File: src/include/swg_pkg.sv
// Package of constants and carrier types for the wait-state generator.
package swg_pkg;
  // Printed offsets are not all multiples of four: they are word indices.
  localparam logic [7:0] WAIT_COUNT_SELECT_IDX = 8'h28;
  localparam logic [7:0] WAIT_MULTIPLIER_CONFIG_IDX = 8'h2b;
  localparam logic [15:0] WAIT_COUNT_SELECT_RST = 16'h7fff;
  localparam logic [15:0] WAIT_MULTIPLIER_CONFIG_RST = 16'h0000;
  localparam int XPA_POS = 15;
  localparam int IO_POS = 12;
  localparam int DATA_HI_POS = 9;
  localparam int DATA_LO_POS = 6;
  localparam int PROG_HI_POS = 3;
  localparam int PROG_LO_POS = 0;
  localparam int DOUBLING_POS = 0;
  localparam int FIELD_W = 3;
  localparam int ADDR_W = 23;
  localparam logic [1:0] AXI_OKAY = 2'b00;
  localparam logic [1:0] AXI_SLVERR = 2'b10;

  typedef enum logic [1:0] {
    SWG_SPACE_PROG,
    SWG_SPACE_DATA,
    SWG_SPACE_IO
  } swg_space_t;

  // One external access request from the CPU side.
  typedef struct packed {
    logic valid;
    swg_space_t space;
    logic [ADDR_W-1:0] addr;
  } swg_req_t;

  typedef struct packed {
    logic [7:0] awaddr;
    logic awvalid;
    logic [31:0] wdata;
    logic [3:0] wstrb;
    logic wvalid;
    logic bready;
    logic [7:0] araddr;
    logic arvalid;
    logic rready;
  } swg_axi_in_t;

  typedef struct packed {
    logic awready;
    logic wready;
    logic [1:0] bresp;
    logic bvalid;
    logic arready;
    logic [31:0] rdata;
    logic [1:0] rresp;
    logic rvalid;
  } swg_axi_out_t;
endpackage

File: src/rtl/swg_counter.sv
// Down counter that stretches one access by a loaded number of cycles.
`timescale 1ns/100ps
module swg_counter (
  input wire logic aclk,
  input wire logic aresetn,
  input wire logic clk_en,
  input wire logic load,
  input wire logic [3:0] count,
  input wire logic ready_in,
  output logic busy
);
  logic [3:0] cnt_r;
  logic [3:0] cnt_nxt;
  logic busy_r;
  logic busy_nxt;

  assign busy = busy_r;

  always_comb begin
    cnt_nxt = cnt_r;
    busy_nxt = busy_r;
    if (load) begin
      cnt_nxt = count;
      busy_nxt = 1'b1;
    end else if (busy_r) begin
      if (cnt_r != 4'h0) begin
        cnt_nxt = cnt_r - 4'h1;
      end else if (ready_in) begin
        busy_nxt = 1'b0;
      end
    end
  end

  // The enable models a gated clock: with every count at zero the counter
  // holds still and only the ready line can stretch an access.
  always_ff @(posedge aclk) begin
    if (!aresetn) begin
      cnt_r <= 4'h0;
      busy_r <= 1'b0;
    end else if (clk_en || load || busy_r) begin
      cnt_r <= cnt_nxt;
      busy_r <= busy_nxt;
    end
  end
endmodule

File: src/rtl/swg_top.sv
// Software wait-state generator with an AXI4-Lite register slave.
//
// Operation
// - Each external access can be stretched by up to fourteen cycles.
// - All counts zero gates off the counter clock to save power.
// - Low fifteen bits hold five three-bit base counts, one per range.
// - After reset every external access gets seven wait states.
// - Bit 15 selects the extended program range and resets to zero.
// - Bits 14 to 12 set the count for all I/O accesses.
// - Bits 11 to 9 set the count for data with address bit 15 set.
// - Bits 8 to 6 set the count for data up to 7FFFh.
// - Bits 5 to 3 cover program page upper half unless extended.
// - Bits 2 to 0 cover a program range set by the extended bit.
// - Doubling bit zero keeps counts; one doubles them to fourteen.
// - Configuration bits 15 to 1 read zero and ignore writes.
`timescale 1ns/100ps
module swg_top (
  input wire logic aclk,
  input wire logic aresetn,
  input wire swg_pkg::swg_axi_in_t axi_in,
  output swg_pkg::swg_axi_out_t axi_out,
  input wire swg_pkg::swg_req_t req,
  input wire logic ready_in,
  output logic access_wait,
  output logic access_done,
  output logic [3:0] wait_count,
  output logic gen_clk_en
);
  logic [15:0] wait_count_select_r;
  logic [15:0] wait_count_select_nxt;
  logic wait_doubling_bit_r;
  logic wait_doubling_bit_nxt;

  logic aw_held_r;
  logic aw_held_nxt;
  logic [7:0] awaddr_r;
  logic [7:0] awaddr_nxt;
  logic w_held_r;
  logic w_held_nxt;
  logic [31:0] wdata_r;
  logic [31:0] wdata_nxt;
  logic [3:0] wstrb_r;
  logic [3:0] wstrb_nxt;
  logic bvalid_r;
  logic bvalid_nxt;
  logic [1:0] bresp_r;
  logic [1:0] bresp_nxt;
  logic rvalid_r;
  logic rvalid_nxt;
  logic [31:0] rdata_r;
  logic [31:0] rdata_nxt;
  logic [1:0] rresp_r;
  logic [1:0] rresp_nxt;
  logic awready_r;
  logic awready_nxt;
  logic wready_r;
  logic wready_nxt;
  logic arready_r;
  logic arready_nxt;

  logic access_done_r;
  logic access_done_nxt;
  logic [3:0] wait_count_r;
  logic [3:0] wait_count_nxt;
  logic gen_clk_en_r;
  logic gen_clk_en_nxt;
  logic busy;
  logic busy_d_r;
  logic [2:0] base_sel;
  logic [3:0] scaled;
  logic all_zero;
  logic do_write;
  logic [7:0] rd_idx;

  always_comb begin
    axi_out.awready = awready_r;
    axi_out.wready = wready_r;
    axi_out.bresp = bresp_r;
    axi_out.bvalid = bvalid_r;
    axi_out.arready = arready_r;
    axi_out.rdata = rdata_r;
    axi_out.rresp = rresp_r;
    axi_out.rvalid = rvalid_r;
  end

  assign access_wait = busy;
  assign access_done = access_done_r;
  assign wait_count = wait_count_r;
  assign gen_clk_en = gen_clk_en_r;

  // Range decode: pick the three-bit base count for the request.
  always_comb begin
    base_sel = 3'h0;
    unique case (req.space)
      swg_pkg::SWG_SPACE_IO: begin
        base_sel = wait_count_select_r[swg_pkg::IO_POS +:
                                       swg_pkg::FIELD_W];
      end
      swg_pkg::SWG_SPACE_DATA: begin
        if (req.addr[15]) begin
          base_sel = wait_count_select_r[swg_pkg::DATA_HI_POS +:
                                         swg_pkg::FIELD_W];
        end else begin
          base_sel = wait_count_select_r[swg_pkg::DATA_LO_POS +:
                                         swg_pkg::FIELD_W];
        end
      end
      swg_pkg::SWG_SPACE_PROG: begin
        if (!wait_count_select_r[swg_pkg::XPA_POS] && req.addr[15]) begin
          base_sel = wait_count_select_r[swg_pkg::PROG_HI_POS +:
                                         swg_pkg::FIELD_W];
        end else begin
          base_sel = wait_count_select_r[swg_pkg::PROG_LO_POS +:
                                         swg_pkg::FIELD_W];
        end
      end
      default: begin
        base_sel = 3'h0;
      end
    endcase
  end

  // Doubling gives at most 14 wait cycles on top of the access itself.
  assign scaled = wait_doubling_bit_r ? {base_sel, 1'b0}
                                      : {1'b0, base_sel};

  // The upper program field is ignored in extended mode, so it does not
  // keep the counter clock running there.
  assign all_zero = (wait_count_select_r[14:6] == 9'h000) &&
                    (wait_count_select_r[2:0] == 3'h0) &&
                    (wait_count_select_r[swg_pkg::XPA_POS] ||
                     wait_count_select_r[5:3] == 3'h0);

  swg_counter u_counter (
    .aclk(aclk),
    .aresetn(aresetn),
    .clk_en(gen_clk_en_r),
    .load(req.valid && !busy),
    .count(scaled),
    .ready_in(ready_in),
    .busy(busy)
  );

  always_comb begin
    gen_clk_en_nxt = !all_zero;
    wait_count_nxt = wait_count_r;
    if (req.valid && !busy) begin
      wait_count_nxt = scaled;
    end
    access_done_nxt = busy_d_r && !busy;
  end

  always_ff @(posedge aclk) begin
    if (!aresetn) begin
      gen_clk_en_r <= 1'b1;
      wait_count_r <= 4'h0;
      access_done_r <= 1'b0;
      busy_d_r <= 1'b0;
    end else begin
      gen_clk_en_r <= gen_clk_en_nxt;
      wait_count_r <= wait_count_nxt;
      access_done_r <= access_done_nxt;
      busy_d_r <= busy;
    end
  end

  // AXI4-Lite slave: address and data are taken in either order.
  assign rd_idx = axi_in.araddr;

  always_comb begin
    aw_held_nxt = aw_held_r;
    awaddr_nxt = awaddr_r;
    w_held_nxt = w_held_r;
    wdata_nxt = wdata_r;
    wstrb_nxt = wstrb_r;
    bvalid_nxt = bvalid_r;
    bresp_nxt = bresp_r;
    rvalid_nxt = rvalid_r;
    rdata_nxt = rdata_r;
    rresp_nxt = rresp_r;
    wait_count_select_nxt = wait_count_select_r;
    wait_doubling_bit_nxt = wait_doubling_bit_r;
    do_write = 1'b0;
    if (axi_in.awvalid && awready_r) begin
      aw_held_nxt = 1'b1;
      awaddr_nxt = {2'b00, axi_in.awaddr[7:2]};
    end
    if (axi_in.wvalid && wready_r) begin
      w_held_nxt = 1'b1;
      wdata_nxt = axi_in.wdata;
      wstrb_nxt = axi_in.wstrb;
    end
    if (bvalid_r && axi_in.bready) begin
      bvalid_nxt = 1'b0;
    end
    // Both halves must be in hand, from this edge or held from earlier.
    do_write = aw_held_nxt && w_held_nxt && !bvalid_r;
    if (do_write) begin
      aw_held_nxt = 1'b0;
      w_held_nxt = 1'b0;
      bvalid_nxt = 1'b1;
      bresp_nxt = swg_pkg::AXI_OKAY;
      if (awaddr_nxt == swg_pkg::WAIT_COUNT_SELECT_IDX) begin
        if (wstrb_nxt[0]) begin
          wait_count_select_nxt[7:0] = wdata_nxt[7:0];
        end
        if (wstrb_nxt[1]) begin
          wait_count_select_nxt[15:8] = wdata_nxt[15:8];
        end
      end else if (awaddr_nxt == swg_pkg::WAIT_MULTIPLIER_CONFIG_IDX) begin
        if (wstrb_nxt[0]) begin
          wait_doubling_bit_nxt = wdata_nxt[swg_pkg::DOUBLING_POS];
        end
      end else begin
        bresp_nxt = swg_pkg::AXI_SLVERR;
      end
    end
    if (rvalid_r && axi_in.rready) begin
      rvalid_nxt = 1'b0;
    end
    if (axi_in.arvalid && arready_r) begin
      rvalid_nxt = 1'b1;
      rresp_nxt = swg_pkg::AXI_OKAY;
      rdata_nxt = 32'h0000_0000;
      if (rd_idx[7:2] == swg_pkg::WAIT_COUNT_SELECT_IDX[5:0]) begin
        rdata_nxt = {16'h0000, wait_count_select_r};
      end else if (rd_idx[7:2] == swg_pkg::WAIT_MULTIPLIER_CONFIG_IDX[5:0])
      begin
        rdata_nxt = {31'h0000_0000, wait_doubling_bit_r};
      end else begin
        rresp_nxt = swg_pkg::AXI_SLVERR;
      end
    end
    awready_nxt = !aw_held_nxt && !bvalid_nxt;
    wready_nxt = !w_held_nxt && !bvalid_nxt;
    arready_nxt = !rvalid_nxt;
  end

  always_ff @(posedge aclk) begin
    if (!aresetn) begin
      wait_count_select_r <= swg_pkg::WAIT_COUNT_SELECT_RST;
      wait_doubling_bit_r <= swg_pkg::WAIT_MULTIPLIER_CONFIG_RST[0];
      aw_held_r <= 1'b0;
      awaddr_r <= 8'h00;
      w_held_r <= 1'b0;
      wdata_r <= 32'h0000_0000;
      wstrb_r <= 4'h0;
      bvalid_r <= 1'b0;
      bresp_r <= 2'b00;
      rvalid_r <= 1'b0;
      rdata_r <= 32'h0000_0000;
      rresp_r <= 2'b00;
      awready_r <= 1'b0;
      wready_r <= 1'b0;
      arready_r <= 1'b0;
    end else begin
      wait_count_select_r <= wait_count_select_nxt;
      wait_doubling_bit_r <= wait_doubling_bit_nxt;
      aw_held_r <= aw_held_nxt;
      awaddr_r <= awaddr_nxt;
      w_held_r <= w_held_nxt;
      wdata_r <= wdata_nxt;
      wstrb_r <= wstrb_nxt;
      bvalid_r <= bvalid_nxt;
      bresp_r <= bresp_nxt;
      rvalid_r <= rvalid_nxt;
      rdata_r <= rdata_nxt;
      rresp_r <= rresp_nxt;
      awready_r <= awready_nxt;
      wready_r <= wready_nxt;
      arready_r <= arready_nxt;
    end
  end
endmodule

File: config.mk
export PLATFORM = sky130hd
export DESIGN_NAME = swg_top
export DESIGN_NICKNAME = d
export VERILOG_FILES = /design/src/include/swg_pkg.sv /design/src/rtl/swg_counter.sv /design/src/rtl/swg_top.sv
export SDC_FILE = /design/constraint.sdc
export NUM_CORES = 1
export LEC_CHECK = 0
export ABC_CLOCK_PERIOD_IN_PS = 2130
export BUFFER_PORTS_ARGS = -buffer_cell sky130_fd_sc_hd__buf_2
export CORE_AREA = 2 2 88 90
export CTS_CLUSTER_DIAMETER = 200
export DETAILED_ROUTE_END_ITERATION = 12
export DIE_AREA = 0 0 90 92
export PLACE_DENSITY = 0.89
export SLEW_MARGIN = 10
export SYNTH_ARGS = -nofsm -noshare
export SYNTH_HDL_FRONTEND = slang
export SYNTH_SLANG_ARGS = --single-unit
File: constraint.sdc
create_clock -name aclk -period 2.13 [get_ports aclk]
set_input_delay 0.3195 -clock aclk [delete_from_list [all_inputs] [get_ports aclk]]
set_output_delay 0.3195 -clock aclk [all_outputs]
set_load 0.1 [all_outputs]
==> out/summary.txt <==
# IOs - 134
Min Tclk post-route - 1.88 ns
Largest family of logic cells by synthesized area - simple AND/OR/NAND/NOR gates
Clock-pin slew on the worst setup and hold paths - 0.08 ns
Slew @ Worst Pin - 0.624 ns
Async SR Flop Fraction - 0
Antenna violations before repair - 0
Die height - 92 um
Synthesis-to-finish area growth - 16.0%
Port Buf Inserts - 71
Via Count - 2824
Worst-Skew Late Latency - 0.35 ns
Critical path buffers and inverters - 1
Mean Syn Cell Area - 9.38 um^2
Slowest stage cell, crit path - a2111oi_4
Core Region - 7450 um^2
Share of synthesized area spent on multiplexers - 0.0639
N_diodes - 0
Fillers - 659
Post-Syn Instances - 376
Slew headroom - 0.583
Grt ovf - 0
Post-synthesis sequential area ratio - 0.454
Share of layout cells above drive strength 1 - 0.230
Initial drt markers - 146
Largest net degree at the start of global routing - 24
Max Cap Violations - 0
Hold_ws - 0.141 ns
Row cnt - 32
Cell family with most CP delay - compound AO/OA/AOI/OAI gates
Fin. Hold Viols - 0
Slew Limit Fails - 0
Synth Area in Compound Gates - 0.166
VDD IR max - 0.355 mV
Leak - 0.00176 uW
Antenna viol nets, final - 0
DR vias/cell - 5.14
Final Skew - 0.00807 ns
Final worst path period share - 0.884
Prevailing post-synth register cell - dfxtp_1
Final wirelength - 7430 um
Crit path cell chain - nor4b_4 -> nand4b_4 -> a2111oi_4 -> buf_4 -> nor3b_1 -> a31oi_1
CTS max path bufs - 2
Post-CTS setup buffers - 0
Routed len/inst - 13.5 um
YS warnings - 0
CTS hold repair buffers - 0
DIE AREA - 8280 um^2
DRT Pass-1 Iters - 4
Initial Util - 0.474
Setup ws final - 0.246 ns
RSZ-0062 raised after global routing - false
Tot GR Track Use - 0.180
Crit-path max cell delay - 0.45 ns
Simple logic cell fraction of the synthesized area - 0.228
Status - finished clean
Critical Path Start Type - register
WS Path Type - register to register
#FFs+latches synth - 80
CTS-repair resized insts - 0
TritonCTS clock tree - yes
# H-tree levels - 3
Die X - 90 um
Vias in the first global route - 2593
HPWL after detailed placement - 5500 um
Num CTS Buffers - 9
Mapped Area - 3530 um^2
Worst path required time - 2.40 ns
Adder-cell share of the synthesized area - 0.00355
HP Class - primary input to register
Clk sink count - 80
Place WS - 0.132 ns
Post-synth EDFFs - 0
Final nets - 529
Fin Setup TNS - 0 ns
P per Cell Area - 808 nW/um^2
Critical path fanouts, max - 14
GP Congestion - 0.831
First-pass GRT wire length - 12100 um
Post-Synth XOR/XNOR Area - 0.00497
DRC - 0
Yosys cell types - 43
WP data arrival - 2.16 ns
Root buffer cell - clkbuf_8
Setup violators final - 0
CP Capture Type - register
Fmax - 0.531 GHz
-- per-stage QoR --
stage | cells | total power, uW | instance area [um^2] | utilization
3_5_place_dp | 533 | 2200 | 3890 | 0.522
2_1_floorplan | 393 | 2130 | 3590 | -
5_1_grt | 549 | 3450 | 4090 | 0.550
3_3_place_gp | 533 | 2190 | 3890 | 0.522
6_report | 549 | 3310 | 4090 | 0.550
4_1_cts | 549 | 3330 | 4090 | 0.549
-- cell type report --
type	instances	area (um^2)	area share
Clock buffer	9	124	0.0303
Clock inverter	7	78.8	0.0193
Inverter	4	15.0	0.00367
Multi-Input combinational cell	266	1710	0.419
Sequential cell	80	1600	0.392
Tap cell	102	128	0.0312
Timing Repair Buffer	81	430	0.105
-- worst reg2reg max path: stages (launching register included) --
cell       delay, ns
dfxtp_1         0.34
nor4b_4         0.33
nand4b_4        0.19
a2111oi_4       0.45
buf_4           0.27
nor3b_1         0.07
a31oi_1         0.15
-- layout by cell type, fill, tap and decap left out, drive strengths merged, types with 12 or more instances in the layout --
| master | instances |
|---|---|
| a22oi | 19 |
| dfxtp | 80 |
| nor2 | 16 |
| nand2 | 34 |
| buf | 81 |
| mux2i | 18 |
| o21ai | 16 |
| and2 | 12 |
| nor2b | 35 |
| conb | 18 |
-- Yosys cell counts, types with 5 or more instances --
| library cell | count | share of area |
|---|---|---|
| nand3_1 | 10 | 0.014 |
| buf_4 | 24 | 0.051 |
| a21oi_1 | 9 | 0.013 |
| a21boi_1 | 11 | 0.023 |
| nor2b_1 | 35 | 0.062 |
| nor2_1 | 16 | 0.017 |
| nand2_1 | 34 | 0.036 |
| o21ai_0 | 5 | 0.0071 |
| nor3b_1 | 10 | 0.021 |
| a31oi_1 | 11 | 0.020 |
| dfxtp_1 | 80 | 0.45 |
| and2_1 | 12 | 0.021 |
| a22oi_1 | 19 | 0.040 |
| mux2i_1 | 18 | 0.051 |
| o21ai_1 | 11 | 0.016 |
| clkbuf_1 | 16 | 0.017 |
| and3_1 | 5 | 0.0089 |
-- sequential cells by signal, summed over array words and instances, names as in the netlist --
| signal | cells |
|---|---|
| wait_count_select_r | 16 |
| awready_r | 1 |
| wstrb_r | 2 |
| rresp_r | 1 |
| rdata_r | 16 |
| wready_r | 1 |
| wdata_r | 16 |
| bvalid_r | 1 |
| busy_d_r | 1 |
| awaddr_r | 8 |
| gen_clk_en | 1 |
| bresp_r | 1 |
| access_done | 1 |
| aw_held_r | 1 |
| rvalid_r | 1 |
| u_counter.busy | 1 |
| w_held_r | 1 |
| u_counter.cnt_r | 4 |
| arready_r | 1 |
| wait_doubling_bit_r | 1 |
| wait_count | 4 |
-- report_power, final --
part / internal [uW] / total, uW / switching, uW / leakage, uW
combinational: 148 / 585 / 437 / 0.00101
sequential: 1550 / 1590 / 36.2 / 0.000651
clock: 553 / 1140 / 583 / 0.0000929
total: 2250 / 3310 / 1060 / 0.00176
-- metal layers --
metal | global-route usage | routed length (um) | vias up
li1 | - | - | 1410
met1 | 0.226 | 3350 | 1324
met2 | 0.299 | 3620 | 81
met3 | 0.0452 | 368 | 9
met4 | 0.0705 | 98 | 0
met5 | 0 | 0 | -
-- kinds of logic after synthesis --
family	after synthesis
xor gates and xnor gates	2
DFF	80
buffers and inverters	47
muxes	22
AOI/OAI and AO/OA	82
other	1
adders and majority gates	1
and+or+nand+nor	141
-- worst paths after layout --
check	startpoint	to	slack (ns)	cells past startpoint
setup / recovery	awaddr_r[2]	wait_count_select_r[1]	0.25	6
hold / removal	ready_in	u_counter.busy	0.14	2
setup reg to reg	awaddr_r[2]	wait_count_select_r[1]	0.25	6
hold reg to reg	busy_d_r	access_done	0.42	2
No activity file was read; power rests on OpenSTA's default activity.
